$ cat src/verilog/pmdis_defs.svh
/*
 * Constants of the peripheral module disable bank: register indices,
 * implemented-bit masks, field positions and reset values.
 * Assumes it is included by bare name from design files only.
 */
`ifndef PMDIS_DEFS_SVH
`define PMDIS_DEFS_SVH

// ----------------------------------------------------------------
// register indices (byte address is four times the index)
// ----------------------------------------------------------------
`define PMDIS_IDX_SYS      30'h0000_0EDC
`define PMDIS_IDX_TIMER    30'h0000_0EDD
`define PMDIS_IDX_ANALOG   30'h0000_0EDE
`define PMDIS_IDX_LOGIC_HI 30'h0000_0EDF
`define PMDIS_IDX_SERIAL   30'h0000_0EE0
`define PMDIS_IDX_LOGIC_LO 30'h0000_0EE1
`define PMDIS_NREG         6

// ----------------------------------------------------------------
// implemented bits per register and reset value
// ----------------------------------------------------------------
`define PMDIS_MASK_SYS      8'hFF
`define PMDIS_MASK_TIMER    8'h7F
`define PMDIS_MASK_ANALOG   8'h67
`define PMDIS_MASK_LOGIC_HI 8'hFF
`define PMDIS_MASK_SERIAL   8'hF1
`define PMDIS_MASK_LOGIC_LO 8'hF1
`define PMDIS_RST_VAL       8'h00

// ----------------------------------------------------------------
// field positions in the flat disable vector (register * 8 + bit)
// ----------------------------------------------------------------
`define PMDIS_BIT_SYS_CLOCK_NET 7
`define PMDIS_BIT_SCANNER       3
`define PMDIS_BIT_NVM           2

`endif

$ cat src/verilog/pmdis_pkg.sv
/*
 * Types shared by the peripheral module disable bank.
 * Assumes nothing of its surroundings.
 */
package pmdis_pkg;
  typedef logic [7:0] pmdis_byte_t;
  typedef logic [2:0] pmdis_idx_t;
endpackage : pmdis_pkg

$ cat src/verilog/pmdis_sfr_if.sv
/*
 * Carrier between the bank top and its peripheral register access gate.
 * Assumes both ends run on the same system clock.
 */
`timescale 1ns/10ps
interface pmdis_sfr_if #(parameter int NPER = 48);
  logic [NPER-1:0] off;
  logic [5:0]      sel;
  logic            wr;
  logic [7:0]      rdata_in;
  logic            wr_ok;
  logic [7:0]      rdata;
  modport gate (input off, input sel, input wr, input rdata_in, output wr_ok, output rdata);
  modport top  (output off, output sel, output wr, output rdata_in, input wr_ok, input rdata);
endinterface : pmdis_sfr_if

$ cat src/verilog/pmdis_lane.sv
/*
 * One disable register's worth of peripherals: reset hold and output cut.
 * Assumes off_bits are already qualified by configuration.
 */
`timescale 1ns/10ps
module pmdis_lane #(
  parameter logic [7:0] IMPL = 8'hFF
) (
  input  wire logic       clk_sys,
  input  wire logic       sys_rst,
  input  wire logic [7:0] off_bits,
  input  wire logic [7:0] out_raw,
  output logic      [7:0] rst_hold_q,
  output logic      [7:0] out_q
);
  // ----------------------------------------------------------------
  // reset hold
  // ----------------------------------------------------------------
  // (RULE3) hold in reset
  // (RULE6) release gives reset values
  always_ff @(posedge clk_sys or posedge sys_rst) begin
    if (sys_rst) begin
      rst_hold_q <= 8'hFF;
    end else begin
      rst_hold_q <= off_bits & IMPL;
    end
  end

  // ----------------------------------------------------------------
  // output cut
  // ----------------------------------------------------------------
  // (RULE5) outputs forced inactive
  always_ff @(posedge clk_sys or posedge sys_rst) begin
    if (sys_rst) begin
      out_q <= 8'h00;
    end else begin
      out_q <= out_raw & ~off_bits;
    end
  end
endmodule : pmdis_lane

$ cat src/verilog/pmdis_sfr_gate.sv
/*
 * Gates peripheral register writes and reads while a peripheral is off.
 * Assumes sel names a peripheral by its flat disable-vector position.
 */
`timescale 1ns/10ps
module pmdis_sfr_gate #(
  parameter int NPER = 48
) (
  input  wire logic clk_sys,
  input  wire logic sys_rst,
  pmdis_sfr_if.gate sfr
);
  logic sel_off;

  // out-of-range selections belong to no gated peripheral
  assign sel_off = (32'(sfr.sel) < NPER) ? sfr.off[sfr.sel] : 1'b0;

  // ----------------------------------------------------------------
  // access gate
  // ----------------------------------------------------------------
  // (RULE4) unimplemented while off
  always_ff @(posedge clk_sys or posedge sys_rst) begin
    if (sys_rst) begin
      sfr.wr_ok <= 1'b0;
      sfr.rdata <= 8'h00;
    end else begin
      sfr.wr_ok <= sfr.wr & ~sel_off;
      sfr.rdata <= sel_off ? 8'h00 : sfr.rdata_in;
    end
  end
endmodule : pmdis_sfr_gate

$ cat src/verilog/pmdis_top.sv
/*
 * Peripheral module disable bank: six 8-bit disable registers behind an
 * AHB-Lite slave, with per-peripheral reset hold, output cut, register
 * access gate, clock network gate and memory controller block.
 * Assumes a single AHB-Lite master, word transfers, one system clock.
 */
// Summary of operation
// (RULE1) any system reset clears every disable bit, all peripherals enabled
// (RULE2) writing one disables a peripheral, writing zero keeps it enabled
// (RULE3) a disabled peripheral is held in reset and does nothing
// (RULE4) a disabled peripheral's registers ignore writes and read zero
// (RULE5) a disabled peripheral's outputs are forced inactive
// (RULE6) clearing the bit resumes the peripheral with power-on register values
// (RULE7) software waits two instruction cycles before touching a re-enabled peripheral
// (RULE8) system clock network bit gates the full-rate clock to peripherals
// (RULE9) quarter-rate instruction clock peripherals are unaffected by that gate
// (RULE10) memory disable blocks memory access and memory control register writes
// (RULE11) after memory re-enable the accessor waits up to 1 us before reading
// (RULE12) scanner disable acts only when the configuration scanner enable allows
// (RULE13) first register maps clock net down to pin change interrupt
// (RULE14) second register bits 0 to 6 disable timers 0 to 6
// (RULE15) third register maps DAC, ADC, comparators 2 and 1, zero-cross
// (RULE16) fourth register maps logic cells 8-5, PWM 4-3, capture/compare 2-1
// (RULE17) fifth register maps serial ports, sync serial ports, waveform generator
// (RULE18) sixth register maps logic cells 4-1 and signal modulator
// (RULE19) unimplemented bits read zero and ignore writes
`timescale 1ns/10ps
`include "pmdis_defs.svh"
module pmdis_top import pmdis_pkg::*; #(
  parameter int NREG = `PMDIS_NREG
) (
  input  wire logic          clk_sys,
  input  wire logic          sys_rst,
  input  wire logic          hsel,
  input  wire logic [31:0]   haddr,
  input  wire logic [1:0]    htrans,
  input  wire logic          hwrite,
  input  wire logic [2:0]    hsize,
  input  wire logic [31:0]   hwdata,
  input  wire logic          hready,
  output logic               hreadyout,
  output logic [31:0]        hrdata,
  output logic               hresp,
  input  wire logic          scanner_config_enable,
  input  wire logic [NREG*8-1:0] periph_out_raw,
  output logic [NREG*8-1:0]  periph_out,
  output logic [NREG*8-1:0]  periph_rst,
  input  wire logic [5:0]    sfr_sel,
  input  wire logic          sfr_wr,
  input  wire logic [7:0]    sfr_rdata_in,
  output logic               sfr_wr_ok,
  output logic [7:0]         sfr_rdata,
  input  wire logic          mem_ctrl_wr,
  output logic               mem_ctrl_wr_ok,
  output logic               mem_access_en,
  output logic               fosc_clk_en,
  input  wire logic          instr_tick_in,
  output logic               instr_tick
);
  localparam int NPER = NREG * 8;

  pmdis_byte_t     off_q [NREG];
  logic [NPER-1:0] off_flat;
  logic [NPER-1:0] eff_off;
  logic            ap_valid;
  logic [29:0]     ap_off;
  logic            ap_hit;
  pmdis_idx_t      ap_idx;
  logic            dp_wr_q;
  pmdis_idx_t      dp_idx_q;
  pmdis_byte_t     wr_byte;
  pmdis_byte_t     rd_byte;

  // ----------------------------------------------------------------
  // bit maps
  // ----------------------------------------------------------------
  // (RULE13) (RULE14) (RULE15) per-register bit maps
  // (RULE16) (RULE17) (RULE18) remaining bit maps
  function automatic pmdis_byte_t impl_mask(input pmdis_idx_t idx);
    pmdis_byte_t m;
    m = 8'h00;
    unique case (idx)
      3'h0:    m = `PMDIS_MASK_SYS;
      3'h1:    m = `PMDIS_MASK_TIMER;
      3'h2:    m = `PMDIS_MASK_ANALOG;
      3'h3:    m = `PMDIS_MASK_LOGIC_HI;
      3'h4:    m = `PMDIS_MASK_SERIAL;
      3'h5:    m = `PMDIS_MASK_LOGIC_LO;
      default: m = 8'h00;
    endcase
    return m;
  endfunction : impl_mask

  // ----------------------------------------------------------------
  // bus decode
  // ----------------------------------------------------------------
  assign ap_valid = hsel & htrans[1] & hready;
  assign ap_off   = haddr[31:2] - `PMDIS_IDX_SYS;
  assign ap_hit   = ap_off < 30'(NREG);
  assign ap_idx   = ap_off[2:0];
  // (RULE19) unimplemented bits dropped
  assign wr_byte  = hwdata[7:0] & impl_mask(dp_idx_q);
  // a write in its data phase is forwarded so a back-to-back read sees it
  assign rd_byte  = (dp_wr_q && (dp_idx_q == ap_idx)) ? wr_byte : off_q[ap_idx];

  always_ff @(posedge clk_sys or posedge sys_rst) begin
    if (sys_rst) begin
      dp_wr_q  <= 1'b0;
      dp_idx_q <= 3'h0;
    end else begin
      dp_wr_q  <= ap_valid & hwrite & ap_hit;
      if (ap_valid) begin
        dp_idx_q <= ap_idx;
      end
    end
  end

  // ----------------------------------------------------------------
  // disable registers
  // ----------------------------------------------------------------
  // (RULE1) reset clears all bits
  // (RULE2) written value takes effect
  always_ff @(posedge clk_sys or posedge sys_rst) begin
    if (sys_rst) begin
      for (int i = 0; i < NREG; i++) begin
        off_q[i] <= `PMDIS_RST_VAL;
      end
    end else if (dp_wr_q) begin
      off_q[dp_idx_q] <= wr_byte;
    end
  end

  // unmapped addresses read zero; the slave never inserts wait states
  always_ff @(posedge clk_sys or posedge sys_rst) begin
    if (sys_rst) begin
      hrdata    <= 32'h0000_0000;
      hreadyout <= 1'b1;
      hresp     <= 1'b0;
    end else begin
      hreadyout <= 1'b1;
      hresp     <= 1'b0;
      if (ap_valid && !hwrite) begin
        hrdata <= ap_hit ? {24'h00_0000, rd_byte} : 32'h0000_0000;
      end
    end
  end

  // ----------------------------------------------------------------
  // qualified disable vector
  // ----------------------------------------------------------------
  always_comb begin
    for (int i = 0; i < NREG; i++) begin
      off_flat[i*8 +: 8] = off_q[i];
    end
  end

  // (RULE12) scanner gated by configuration
  always_comb begin
    eff_off = off_flat;
    eff_off[`PMDIS_BIT_SCANNER] = off_flat[`PMDIS_BIT_SCANNER] & scanner_config_enable;
  end

  // ----------------------------------------------------------------
  // peripheral lanes
  // ----------------------------------------------------------------
  for (genvar r = 0; r < NREG; r++) begin : g_lane
    pmdis_lane #(
      .IMPL (impl_mask(3'(r)))
    ) u_lane (
      .clk_sys    (clk_sys),
      .sys_rst    (sys_rst),
      .off_bits   (eff_off[r*8 +: 8]),
      .out_raw    (periph_out_raw[r*8 +: 8]),
      .rst_hold_q (periph_rst[r*8 +: 8]),
      .out_q      (periph_out[r*8 +: 8])
    );
  end

  // ----------------------------------------------------------------
  // peripheral register access gate
  // ----------------------------------------------------------------
  pmdis_sfr_if #(.NPER(NPER)) sfr_bus ();

  assign sfr_bus.off      = eff_off;
  assign sfr_bus.sel      = sfr_sel;
  assign sfr_bus.wr       = sfr_wr;
  assign sfr_bus.rdata_in = sfr_rdata_in;
  assign sfr_wr_ok        = sfr_bus.wr_ok;
  assign sfr_rdata        = sfr_bus.rdata;

  pmdis_sfr_gate #(
    .NPER (NPER)
  ) u_sfr_gate (
    .clk_sys (clk_sys),
    .sys_rst (sys_rst),
    .sfr     (sfr_bus.gate)
  );

  // ----------------------------------------------------------------
  // clock network and memory controller
  // ----------------------------------------------------------------
  // (RULE8) full-rate clock gate
  // this is an enable for a downstream gating cell, not a gated clock
  always_ff @(posedge clk_sys or posedge sys_rst) begin
    if (sys_rst) begin
      fosc_clk_en <= 1'b1;
    end else begin
      fosc_clk_en <= ~eff_off[`PMDIS_BIT_SYS_CLOCK_NET];
    end
  end

  // (RULE9) instruction clock untouched
  always_ff @(posedge clk_sys or posedge sys_rst) begin
    if (sys_rst) begin
      instr_tick <= 1'b0;
    end else begin
      instr_tick <= instr_tick_in;
    end
  end

  // (RULE10) memory access blocked
  always_ff @(posedge clk_sys or posedge sys_rst) begin
    if (sys_rst) begin
      mem_access_en  <= 1'b1;
      mem_ctrl_wr_ok <= 1'b0;
    end else begin
      mem_access_en  <= ~eff_off[`PMDIS_BIT_NVM];
      mem_ctrl_wr_ok <= mem_ctrl_wr & ~eff_off[`PMDIS_BIT_NVM];
    end
  end

  // ----------------------------------------------------------------
  // assertions
  // ----------------------------------------------------------------
  a_reset_clears: assert property (@(posedge clk_sys) $fell(sys_rst) |-> (off_flat == '0)) // RULE1
    else $error("disable bits not clear after reset");

  a_write_lands: assert property (@(posedge clk_sys) disable iff (sys_rst) // RULE2
    (dp_wr_q && dp_idx_q == 3'h1) |=> (off_q[1] == ($past(hwdata[7:0]) & 8'h7F)))
    else $error("timer register write not stored");

  a_reset_hold: assert property (@(posedge clk_sys) disable iff (sys_rst) // RULE3
    eff_off[9] |=> periph_rst[9])
    else $error("disabled peripheral not held in reset");

  a_sfr_blocked: assert property (@(posedge clk_sys) disable iff (sys_rst) // RULE4
    (sfr_wr && sfr_sel < 6'd48 && eff_off[sfr_sel]) |=> (!sfr_wr_ok && sfr_rdata == 8'h00))
    else $error("disabled peripheral register still accessible");

  a_outputs_cut: assert property (@(posedge clk_sys) disable iff (sys_rst) // RULE5
    ##1 ((periph_out & $past(eff_off)) == '0))
    else $error("disabled peripheral output active");

  a_reenable_run: assert property (@(posedge clk_sys) disable iff (sys_rst) // RULE6
    $fell(eff_off[0]) |=> !periph_rst[0])
    else $error("re-enabled peripheral still in reset");

  a_clock_gate: assert property (@(posedge clk_sys) disable iff (sys_rst) // RULE8
    eff_off[7] |=> !fosc_clk_en)
    else $error("full-rate clock not gated");

  a_tick_passes: assert property (@(posedge clk_sys) disable iff (sys_rst) // RULE9
    !sys_rst |=> (instr_tick == $past(instr_tick_in)))
    else $error("instruction tick disturbed");

  a_memory_block: assert property (@(posedge clk_sys) disable iff (sys_rst) // RULE10
    eff_off[2] |=> (!mem_access_en && !mem_ctrl_wr_ok))
    else $error("memory access not blocked");

  a_scanner_cfg: assert property (@(posedge clk_sys) disable iff (sys_rst) // RULE12
    (off_flat[3] && !scanner_config_enable) |=> !periph_rst[3])
    else $error("scanner disabled against configuration");

  a_unimpl_zero: assert property (@(posedge clk_sys) disable iff (sys_rst) // RULE19
    (off_flat[15] == 1'b0) && (off_flat[20:19] == 2'b00) && (off_flat[23] == 1'b0) &&
    (off_flat[35:33] == 3'h0) && (off_flat[43:41] == 3'h0))
    else $error("unimplemented bit set");

  a_read_back: assert property (@(posedge clk_sys) disable iff (sys_rst) // RULE13
    (ap_valid && !hwrite && ap_hit && !dp_wr_q) |=> (hrdata == {24'h00_0000, $past(off_q[ap_idx])}))
    else $error("read data does not match register");

  // ----------------------------------------------------------------
  // register map and bus
  // ----------------------------------------------------------------
  a_sys_map: assert property (@(posedge clk_sys) disable iff (sys_rst) // RULE13
    (dp_wr_q && dp_idx_q == 3'h0) |=> (off_q[0] == ($past(hwdata[7:0]) & `PMDIS_MASK_SYS)))
    else $error("first register write not stored");

  a_analog_map: assert property (@(posedge clk_sys) disable iff (sys_rst) // RULE15
    (dp_wr_q && dp_idx_q == 3'h2) |=> (off_q[2] == ($past(hwdata[7:0]) & `PMDIS_MASK_ANALOG)))
    else $error("analog register write not stored");

  a_logic_map: assert property (@(posedge clk_sys) disable iff (sys_rst) // RULE16
    (dp_wr_q && dp_idx_q == 3'h3) |=> (off_q[3] == ($past(hwdata[7:0]) & `PMDIS_MASK_LOGIC_HI)))
    else $error("fourth register write not stored");

  a_serial_map: assert property (@(posedge clk_sys) disable iff (sys_rst) // RULE17
    (dp_wr_q && dp_idx_q == 3'h4) |=> (off_q[4] == ($past(hwdata[7:0]) & `PMDIS_MASK_SERIAL)))
    else $error("serial register write not stored");

  a_modulator_map: assert property (@(posedge clk_sys) disable iff (sys_rst) // RULE18
    (dp_wr_q && dp_idx_q == 3'h5) |=> (off_q[5] == ($past(hwdata[7:0]) & `PMDIS_MASK_LOGIC_LO)))
    else $error("sixth register write not stored");

  a_bus_okay: assert property (@(posedge clk_sys) disable iff (sys_rst) // RULE2
    hreadyout && !hresp)
    else $error("bus response not ready and okay");

  a_read_upper: assert property (@(posedge clk_sys) disable iff (sys_rst) // RULE19
    hrdata[31:8] == 24'h00_0000)
    else $error("read data upper bits not zero");

  a_unmapped_read: assert property (@(posedge clk_sys) disable iff (sys_rst) // RULE19
    (ap_valid && !hwrite && !ap_hit) |=> (hrdata == 32'h0000_0000))
    else $error("unmapped read not zero");

  // the data phase edge is the one that could change a register
  a_unmapped_write: assert property (@(posedge clk_sys) disable iff (sys_rst) // RULE19
    (ap_valid && hwrite && !ap_hit) |=> ##1 (off_flat == $past(off_flat)))
    else $error("unmapped write changed a register");

  // ----------------------------------------------------------------
  // peripheral side
  // ----------------------------------------------------------------
  // the first edge after release still shows reset values, hence the guard
  a_hold_exact: assert property (@(posedge clk_sys) disable iff (sys_rst) // RULE3
    !sys_rst |=> (periph_rst == $past(eff_off)))
    else $error("reset hold does not follow disable bits");

  a_outputs_pass: assert property (@(posedge clk_sys) disable iff (sys_rst) // RULE6
    !sys_rst |=> (periph_out == ($past(periph_out_raw) & ~$past(eff_off))))
    else $error("enabled peripheral output not passed");

  a_sfr_passes: assert property (@(posedge clk_sys) disable iff (sys_rst) // RULE6
    (!sys_rst && (sfr_sel >= 6'd48 || !eff_off[sfr_sel])) |=>
    (sfr_wr_ok == $past(sfr_wr) && sfr_rdata == $past(sfr_rdata_in)))
    else $error("enabled peripheral register access blocked");

  a_clock_restore: assert property (@(posedge clk_sys) disable iff (sys_rst) // RULE8
    !eff_off[7] |=> fosc_clk_en)
    else $error("full-rate clock not restored");

  a_memory_open: assert property (@(posedge clk_sys) disable iff (sys_rst) // RULE10
    (!sys_rst && !eff_off[2]) |=> (mem_access_en && mem_ctrl_wr_ok == $past(mem_ctrl_wr)))
    else $error("enabled memory access blocked");

  a_scanner_acts: assert property (@(posedge clk_sys) disable iff (sys_rst) // RULE12
    (off_flat[3] && scanner_config_enable) |=> periph_rst[3])
    else $error("permitted scanner disable not applied");

  a_reset_outputs: assert property (@(posedge clk_sys) $fell(sys_rst) |-> // RULE1
    (periph_rst == '1 && periph_out == '0 && fosc_clk_en && mem_access_en && !sfr_wr_ok))
    else $error("outputs not at reset values");

  c_disable_write: cover property (@(posedge clk_sys) disable iff (sys_rst) dp_wr_q ##1 (off_flat != '0));
  c_reenable:      cover property (@(posedge clk_sys) disable iff (sys_rst) $fell(eff_off[0]));
  c_sfr_blocked:   cover property (@(posedge clk_sys) disable iff (sys_rst) sfr_wr ##1 !sfr_wr_ok);
  c_write_read:    cover property (@(posedge clk_sys) disable iff (sys_rst) dp_wr_q && ap_valid && !hwrite);
  c_scanner_held:  cover property (@(posedge clk_sys) disable iff (sys_rst) off_flat[3] && !scanner_config_enable);
endmodule : pmdis_top
$ cat config.mk
export PLATFORM = sky130hd
export DESIGN_NAME = pmdis_top
export DESIGN_NICKNAME = d
export VERILOG_FILES = /design/src/verilog/pmdis_pkg.sv /design/src/verilog/pmdis_sfr_if.sv /design/src/verilog/pmdis_lane.sv /design/src/verilog/pmdis_sfr_gate.sv /design/src/verilog/pmdis_top.sv
export VERILOG_INCLUDE_DIRS = /design/src /design/src/verilog
export SDC_FILE = /design/constraint.sdc
export NUM_CORES = 1
export LEC_CHECK = 0
export BUFFER_PORTS_ARGS = -buffer_cell sky130_fd_sc_hd__buf_4
export CAP_MARGIN = 20
export CORE_UTILIZATION = 48
export DETAILED_ROUTE_END_ITERATION = 12
export PLACE_DENSITY = 0.88
export SYNTH_ARGS = -nofsm -noshare
export SYNTH_HDL_FRONTEND = slang
export SYNTH_SLANG_ARGS = --single-unit
$ cat constraint.sdc
create_clock -name clk_sys -period 6.6 [get_ports clk_sys]
set_input_delay 1.65 -clock clk_sys [delete_from_list [all_inputs] [get_ports clk_sys]]
set_output_delay 1.65 -clock clk_sys [all_outputs]
set_load 0.005 [all_outputs]
==> results of run 1 <==
[cells by family (layout without fill, tap and decap cells)]
logic type	Yosys count	count (layout)	share of synthesized area [%]
AOI/OAI and AO/OA	63	63	6.82
xor gates and xnor gates	5	5	0.634
adders and majority gates	2	2	0.362
buffers and inverters	61	269	5.24
DFF	160	160	58.7
muxes	49	49	11.6
other	2	27	0.109
and+or+nand+nor	212	212	16.5
[through the flow]
stage | cell area [um^2] | util (%)
floorplan | 7000 | -
global placement | 8610 | 61.8
detailed placement | 8610 | 61.8
finish | 9250 | 66.4
global route | 9250 | 66.4
CTS | 9250 | 66.4
[routing by layer]
| metal | track usage, % | vias to the layer above | share of wire [%] |
|---|---|---|---|
| met3 | 5.99 | 26 | 7.8 |
| met4 | 8.41 | 0 | 1.8 |
| met2 | 42.3 | 271 | 52 |
| li1 | - | 2337 | - |
| met5 | 0 | - | 0 |
| met1 | 30.3 | 2561 | 39 |
[flip-flops by register name (all words and copies together), names as in the netlist]
| signal | cells |
|---|---|
| eff_off | 47 |
| g_lane.u_lane.rst_hold_q | 39 |
| u_sfr_gate.sfr.wr_ok | 1 |
| fosc_clk_en | 1 |
| off_flat | 1 |
| hrdata | 8 |
| mem_access_en | 1 |
| instr_tick | 1 |
| g_lane.u_lane.out_q | 48 |
| dp_wr_q | 1 |
| u_sfr_gate.sfr.rdata | 8 |
| dp_idx_q | 3 |
| mem_ctrl_wr_ok | 1 |
[cells in the mapped netlist (all sizes together), types with 11 or more instances]
cell type  number
and2           11
nand2          66
mux4           23
o21ai          19
nor3           16
clkbuf         13
buf            39
o31ai          11
dfrtp         119
dfstp          41
nor2           12
nor2b          54
mux2           17
[power by group]
group | internal (mW) | switching, mW
sequential | 1.01 | 0.0192
clock | 0.657 | 0.392
combinational | 0.110 | 0.0988
[critical path, delay by kind of cell]
kind,cells,cell delay [ns]
AOI/OAI and AO/OA,2,0.70
and+or+nand+nor,4,1.80
buffers and inverters,1,0.12
[final cells by class]
class                           instances  share of cell area [%]
Clock buffer                           21                    4.98
Inverter                                9                   0.419
Tap cell                              180                    2.44
Timing Repair Buffer                  228                    18.5
Clock inverter                         11                    1.89
Multi-Input combinational cell        358                    27.9
Sequential cell                       160                    43.9
[path summary, 6_finish.rpt]
check	to	start	slack, ns	cells past startpoint
max	hrdata[0]	haddr[17]	2.64	7
min	g_lane[5].u_lane.rst_hold_q[0]	eff_off[40]	0.44	0
max reg2reg	hrdata[7]	dp_idx_q[1]	4.21	7
min reg2reg	g_lane[5].u_lane.rst_hold_q[0]	eff_off[40]	0.44	0
max in group asynchronous	g_lane[5].u_lane.out_q[1]	sys_rst	3.92	3
min in group asynchronous	g_lane[3].u_lane.out_q[5]	sys_rst	1.43	2
==> reports/qor.txt, run 1 <==
vias per std cell -> 5.37
GRT Overall Usage -> 24.6%
Avg WL per Cell -> 18.2 um
IO Pins -> 283
worst-margin pin slew -> 0.889 ns
CTS Root Buffer Type -> clkbuf_16
worst-path maximum fanout -> 8
Max-cap violations -> 0
IO buf count -> 226
slowest cell on the critical path -> or4_4
Static Leak -> 4.37 nW
Placement Setup Slack -> 2.18 ns
syn avg cell area -> 12.5 um^2
top cell type by total area after synthesis -> dfrtp_1
CTS tree -> built
top cell type's share of synthesized area -> 43.1%
Die Wd -> 122 um
CTS Buf Count -> 17
total grt overflow -> 0
Mapped Cells -> 554
fmax -> 0.253 GHz
Reg clk slew, reported paths -> 0.06 ns
routability congestion estimate from global placement -> 0.858
register area -> 0.00406 mm^2
row cnt -> 43
fillers -> 1053
largest net degree at the start of global routing -> 105
max incr delay on CP -> 0.56 ns
power consumption -> 2.28 mW
maximum clock path buffer count -> 2
initial antenna violation count -> 0
Final Cycle Share -> 59.9%
Distinct cells, synth -> 50
Setup crit start kind -> primary input
Yosys Warn Count -> 0
diode count -> 0
first-pass GRT wire length -> 26900 um
Post-synth ARST share -> 100%
Initial DRC Count -> 359
multi-input logic area -> 0.00258 mm^2
Initial Util -> 49.5%
worst rel slew slack -> 40.7%
Die Area -> 0.0149 mm^2
worst ir drop on vdd -> 0.173 mV
Vias -> 5195
final wirelength -> 17600 um
TritonRoute pass-1 iters -> 5
Seq/Total Area, Yosys -> 58.7%
crit path kind -> in2reg
PwrDens -> 247 mW/mm^2
die height -> 122 um
most used cell, CP -> or4_1
Post-route DRC -> 0
most frequent cells in the layout -> buf_4 (228), dfrtp_1 (119), nand2_1 (66)
critical path, cell by cell -> buf_4 > or4_1 > or4_1 > or4_4 > a2111oi_4 > nand4b_4 > o31ai_1
hold_buf cts -> 0
synthesized flop and latch total -> 160
Clock H-tree levels -> 4
Clock Latency Late Sink -> 0.42 ns
Core Footprint -> 0.0139 mm^2
crit end category -> flop
Area Growth Syn to Fin -> 33.9%
Layout Cells excl Fill -> 967
EDFF count, synth -> 0
fin. max-slew vios -> 0
Setup Viol. Count Final -> 0
Worst Hold Class -> reg2reg
fin worst setup slack -> 2.64 ns
Final ANT Viol Nets -> 0
vias in the first global route -> 5056
PostCTS Resize Cnt -> 0
commonest non-fill, non-tap cell in the layout -> buf_4
Setup TNS Final -> 0 ns
clk_skew -> 0.00867 ns
Primary FF master, synth -> dfrtp_1
Crit path required time -> 6.92 ns
CTS Sinks -> 160
hold_ws -> 0.442 ns
placed cells -> 935
Final Hold Vio Count -> 0
arrival time worst endpoint -> 4.27 ns
top post-synthesis cells by area -> dfrtp_1 (43%), dfstp_2 (16%), mux4_2 (7.5%)
post-CTS setup buffer count -> 0
layout cell share with drive strength beyond 1 -> 44.2%
status -> completed
# nets final -> 916
fin crit period -> 3.96 ns
Post-Syn Area -> 0.00690 mm^2
RSZ-0062 raised after global routing -> no
DP HPWL -> 12700 um
Note: power is estimated with default switching activity, not from simulation.
==> inputs of run 2 (changes only) <==
==> constraint.sdc (replaced) <==
create_clock -name clk_sys -period 3.65 [get_ports clk_sys]
set_input_delay 0.9125 -clock clk_sys [delete_from_list [all_inputs] [get_ports clk_sys]]
set_output_delay 0.9125 -clock clk_sys [all_outputs]
set_load 0.005 [all_outputs]
==> run 2 against run 1 <==
Final cell count up 0.41%; cell area about the same; wire length increased by 1.1%; core utilization fell by 0.054 points; sequential share of layout area about the same; worst hold slack got worse by 0.058 ns; clock skew decreased by 0.0022 ns; sequential cell count did not move; first-iteration DRC count rose by 4.2%; sequential power is 80% higher; critical path depth unchanged; largest power group is now registers.
==> reports/qor.txt, run 2 (synthesis results as in run 1) <==
TritonRoute pass-1 iters -> 6 (+1)
CTS Sinks -> 160 (unchanged)
Reg clk slew, reported paths -> 0.06 ns (about the same)
Die Wd -> 122 um (unchanged)
reg2reg path depth -> 6 (-1)
crit end category -> flop
Static Leak -> 4.36 nW (-0.17%)
maximum clock path buffer count -> 2 (unchanged)
crit path kind -> in2reg
most flop-heavy register -> g_lane.u_lane.out_q
PwrDens -> 433 mW/mm^2 (+75%)
FF-to-FF End -> u_sfr_gate.sfr.rdata[2]
met2 WL post-DR -> 9110 um (+0.55%)
die height -> 122 um (unchanged)
commonest non-fill, non-tap cell in the layout -> buf_4
post-CTS setup buffer count -> 0 (unchanged)
fillers -> 1010 (-4.1%)
fin util -> 66.3% (about the same)
max FFs per register -> 48 (unchanged)
fin crit period -> 3.17 ns
register area -> 0.00406 mm^2 (unchanged)
routability congestion estimate from global placement -> 0.865 (+0.80%)
arrival time worst endpoint -> 3.50 ns (-0.77 ns)
worst ir drop on vdd -> 0.289 mV (+67%)
Setup Viol. Count Final -> 0 (unchanged)
internal power -> 3.04 mW (+72%)
most frequent cells in the layout -> buf_4 (231), dfrtp_1 (119), nand2_1 (66)
Max-cap violations -> 0 (unchanged)
Core Footprint -> 0.0139 mm^2 (unchanged)
multi-input logic area -> 0.00258 mm^2 (unchanged)
initial antenna violation count -> 0 (unchanged)
GRT Overall Usage -> 25.1% (+0.44 points)
vias in the first global route -> 4967 (-1.8%)
Setup crit start kind -> primary input
M1 wire length -> 6700 um (-2.1%)
Clock H-tree levels -> 4 (unchanged)
Worst Hold Class -> in2async
clk_skew -> 0.00646 ns (-0.00222 ns)
CTS tree -> built
Final Hold Vio Count -> 0 (unchanged)
Crit Reg-Reg Startpoint -> off_flat[3]
Sw Share -> 23.8% (+1.5 points)
Clock Latency Late Sink -> 0.43 ns (about the same)
hold_buf cts -> 0 (unchanged)
Avg WL per Cell -> 18.3 um (+0.71%)
Post-route DRC -> 0 (unchanged)
Flop pwr share -> 46.4% (+1.5 points)
Clk pwr share -> 44.0% (-1.9 points)
Initial Util -> 49.5% (unchanged)
hold_ws -> 0.384 ns (-0.0579 ns)
Initial DRC Count -> 374 (+4.2%)
RSZ-0062 raised after global routing -> no
vias per std cell -> 5.41 (+0.64%)
IO buf count -> 226 (unchanged)
Vias -> 5250 (+1.1%)
Crit path required time -> 3.98 ns (-2.94 ns)
fin. max-slew vios -> 0 (unchanged)
Die Area -> 0.0149 mm^2 (unchanged)
CTS Buf Count -> 17 (unchanged)
worst-path maximum fanout -> 8 (unchanged)
Final ANT Viol Nets -> 0 (unchanged)
diode count -> 0 (unchanged)
total grt overflow -> 0 (unchanged)
CTS Root Buffer Type -> clkbuf_16
IO Pins -> 283 (unchanged)
final wirelength -> 17800 um (+1.1%)
Placed Instance Area -> 0.00865 mm^2 (+0.48%)
worst-margin pin slew -> 0.823 ns (-0.0665 ns)
layout cell share with drive strength beyond 1 -> 44.5% (+0.28 points)
Finished Cell Area -> 0.00924 mm^2 (about the same)
Setup TNS Final -> 0 ns (unchanged)
combinational power share -> 9.6% (+0.5 points)
DP HPWL -> 13200 um (+4.2%)
Area Growth Syn to Fin -> 33.8% (about the same)
net switching power -> 952 uW (+87%)
worst rel slew slack -> 45.0% (+4.2 points)
row cnt -> 43 (unchanged)
status -> completed
FF-to-FF setup slack -> 1.54 ns (-2.67 ns)
PostCTS Resize Cnt -> 0 (unchanged)
fmax -> 0.315 GHz
# nets final -> 920 (+0.44%)
Final Cycle Share -> 87.0%
first-pass GRT wire length -> 27200 um (+0.92%)
met3 WL -> 1560 um (+14%)
largest net degree at the start of global routing -> 76 (-28%)
top layer in use -> met4
run 2: power groups by stage:
stage	Combinational, mW	Clock [mW]	Sequential, mW
after floorplan	0.213	0	1.87
after global placement	0.371	0	1.88
after detailed placement	0.381	0	1.88
after CTS	0.385	1.79	1.85
after global routing	0.420	1.86	1.86
final	0.383	1.76	1.85
run 2: layer usage:
layer	global-route usage, %	vias up
met5	0	-
met3	6.09	40
met4	10.3	0
met1	30.3	2562
met2	42.9	304
li1	-	2344
run 2: worst max path at each step:
stage / startpoint / endpoint / slack (ns)
after floorplan: haddr[17] / hrdata[0] / 0.29
after global placement: haddr[17] / hrdata[5] / 0.17
after detailed placement: haddr[17] / hrdata[7] / 0.02
after CTS: haddr[17] / hrdata[7] / 0.50
after global routing: haddr[15] / hrdata[6] / 0.32
final: haddr[17] / hrdata[5] / 0.48
run 2: metrics by stage:
| step | total power, mW | worst slack [ns] | instances |
|---|---|---|---|
| floorplan | 2.08 | 0.287 | 579 |
| global placement | 2.25 | 0.168 | 939 |
| detailed placement | 2.27 | 0.0203 | 939 |
| CTS | 4.03 | 0.499 | 971 |
| global route | 4.14 | 0.321 | 971 |
| finish | 4.00 | 0.475 | 971 |
run 2: final cells by class:
class,count,share of cell area (%)
clock buffers,19,4.69
repair buffers,232,19.0
inverters,9,0.406
clock inverters,13,1.67
multi-input cells,358,27.9
well taps,180,2.44
flip-flops and latches,160,43.9
run 2: critical path, cell delays in order:
cell and delay [ns]:
buf_4 0.12, or4_1 0.54, or4_1 0.46, or4_4 0.55, a2111oi_4 0.42, nand4b_4 0.21, o31ai_1 0.29
==> inputs of run 3 (changes only) <==
==> constraint.sdc (replaced) <==
create_clock -name clk_sys -period 3.1 [get_ports clk_sys]
set_input_delay 0.775 -clock clk_sys [delete_from_list [all_inputs] [get_ports clk_sys]]
set_output_delay 0.775 -clock clk_sys [all_outputs]
set_load 0.005 [all_outputs]
==> run 3 against run 2 <==
Combinational power increased by 20%; sequential power grew 18%; first-iteration DRC count rose by 4.5%; non-clock buffer count increased by 12; critical path depth unchanged; worst hold slack better by 0.059 ns; clock power grew 11%; final cell count up 1.2%; cell area is 0.99% higher; largest cell class unchanged.
==> reports/qor.txt, run 3 (synthesis results as in run 1) <==
vias in the first global route -> 5147 (+3.6%)
worst rel slew slack -> 46.0% (+1.1 points)
CTS Sinks -> 160 (unchanged)
commonest non-fill, non-tap cell in the layout -> buf_4
vias per std cell -> 5.36 (-0.90%)
maximum clock path buffer count -> 2 (unchanged)
Setup Viol. Count Final -> 0 (unchanged)
hold_ws -> 0.443 ns (+0.0591 ns)
total grt overflow -> 0 (unchanged)
Post-route DRC -> 0 (unchanged)
TritonRoute pass-1 iters -> 5 (-1)
die height -> 122 um (unchanged)
# nets final -> 932 (+1.3%)
Setup crit start kind -> primary input
Worst Hold Class -> reg2reg
status -> completed
Clock H-tree levels -> 4 (unchanged)
routability congestion estimate from global placement -> 0.877 (+1.3%)
fin crit period -> 3.04 ns
fin. max-slew vios -> 0 (unchanged)
Placed Instance Area -> 0.00873 mm^2 (+0.95%)
Crit path required time -> 3.43 ns (-0.55 ns)
CTS tree -> built
Die Area -> 0.0149 mm^2 (unchanged)
Final Cycle Share -> 98.0%
worst ir drop on vdd -> 0.340 mV (+18%)
first-pass GRT wire length -> 27000 um (-0.41%)
worst-margin pin slew -> 0.810 ns (-0.0130 ns)
origin of the worst min-delay path -> eff_off[17]
GRT Overall Usage -> 24.7% (-0.34 points)
final wirelength -> 17500 um (-1.5%)
IO Pins -> 283 (unchanged)
CTS Buf Count -> 17 (unchanged)
most frequent cells in the layout -> buf_4 (243), dfrtp_1 (119), nand2_1 (66)
Crit Reg-Reg Startpoint -> off_flat[3]
most used cell, CP -> or4_4
clk_skew -> 0.0129 ns (+0.00645 ns)
power consumption -> 4.59 mW (+15%)
Finished Cell Area -> 0.00933 mm^2 (+0.99%)
initial antenna violation count -> 0 (unchanged)
Static Leak -> 4.42 nW (+1.4%)
crit end category -> flop
Layout Cells excl Fill -> 983 (+1.2%)
row cnt -> 43 (unchanged)
Setup TNS Final -> 0 ns (unchanged)
layout cell share with drive strength beyond 1 -> 46.2% (+1.7 points)
placed cells -> 950 (+1.2%)
Final Hold Vio Count -> 0 (unchanged)
DP HPWL -> 13000 um (-1.7%)
max incr delay on CP -> 0.55 ns (about the same)
Core Footprint -> 0.0139 mm^2 (unchanged)
critical path, cell by cell -> buf_4 > or4_4 > or4_4 > or4_4 > a2111oi_4 > nand4b_4 > o31ai_2
fmax -> 0.329 GHz
worst-path maximum fanout -> 8 (unchanged)
max FFs per register -> 48 (unchanged)
Die Wd -> 122 um (unchanged)
PwrDens -> 492 mW/mm^2 (+14%)
Final ANT Viol Nets -> 0 (unchanged)
RSZ-0062 raised after global routing -> yes
fillers -> 1029 (+1.9%)
IO buf count -> 226 (unchanged)
largest net degree at the start of global routing -> 161 (+110%)
Initial DRC Count -> 391 (+4.5%)
Max-cap violations -> 0 (unchanged)
Vias -> 5267 (+0.32%)
Initial Util -> 49.5% (unchanged)
Reg clk slew, reported paths -> 0.06 ns (about the same)
hold_buf cts -> 0 (unchanged)
diode count -> 0 (unchanged)
Clock Latency Late Sink -> 0.42 ns (about the same)
Area Growth Syn to Fin -> 35.2%
most flop-heavy register -> g_lane.u_lane.out_q
slowest cell on the critical path -> or4_4
arrival time worst endpoint -> 3.37 ns (-0.13 ns)
crit path kind -> in2reg
Crit. Startpoint -> haddr[17]
Avg WL per Cell -> 17.8 um (-2.7%)
CTS Root Buffer Type -> clkbuf_16
-- run 3: path summary, 6_finish.rpt --
path                                                       end  slack (ns)  cells past startpoint
worst max-delay path                                 hrdata[4]        0.06                      7
worst min-delay path            g_lane[2].u_lane.rst_hold_q[1]        0.44                      0
worst max register to register         u_sfr_gate.sfr.rdata[2]        0.92                      6
worst min register to register  g_lane[2].u_lane.rst_hold_q[1]        0.44                      0
max in group asynchronous            g_lane[5].u_lane.out_q[4]        1.91                      3
min in group asynchronous            g_lane[2].u_lane.out_q[0]        0.59                      3
-- run 3: layout make-up --
cell class,count,area [um^2],share of cell area (%)
Tap cell,180,225,2.41
Clock buffer,20,447,4.79
Clock inverter,12,109,1.17
Inverter,9,37.5,0.402
Multi-Input combinational cell,358,2610,28.0
Sequential cell,160,4060,43.5
Timing Repair Buffer,244,1840,19.8
-- run 3: metal layers --
metal	vias to the layer above	wire length, um	global-route usage [%]
li1	2364	-	-
met1	2602	6820	30.5
met2	271	8950	41.7
met3	30	1390	5.95
met4	0	366	10.2
met5	-	0	0
-- run 3: critical path, delay by kind of cell --
family                 cells  cell delay [ns]
buffers and inverters      1             0.11
AND/OR/NAND/NOR            4             1.76
AO/OA/AOI/OAI              2             0.73
-- run 3: what timing repair did --
action,in CTS,in global routing
setup endpoints to repair,0,7
buffers inserted,0,1
gates resized for setup,0,7
endpoints found under the hold margin,0,0
-- run 3: metrics by stage --
| step | setup WS, ns | utilization, % |
|---|---|---|
| after floorplan | -0.125 | - |
| after global placement | -0.274 | 62.7 |
| after detailed placement | -0.407 | 62.7 |
| after CTS | 0.0676 | 66.7 |
| after global routing | -0.0197 | 67.0 |
| final | 0.0618 | 67.0 |
-- run 3: power breakdown --
group	internal (mW)	leakage [nW]	switching (mW)
Clock	1.13	0.271	0.819
Combinational	0.245	2.27	0.213
Sequential	2.14	1.88	0.0410
Total	3.52	4.42	1.07
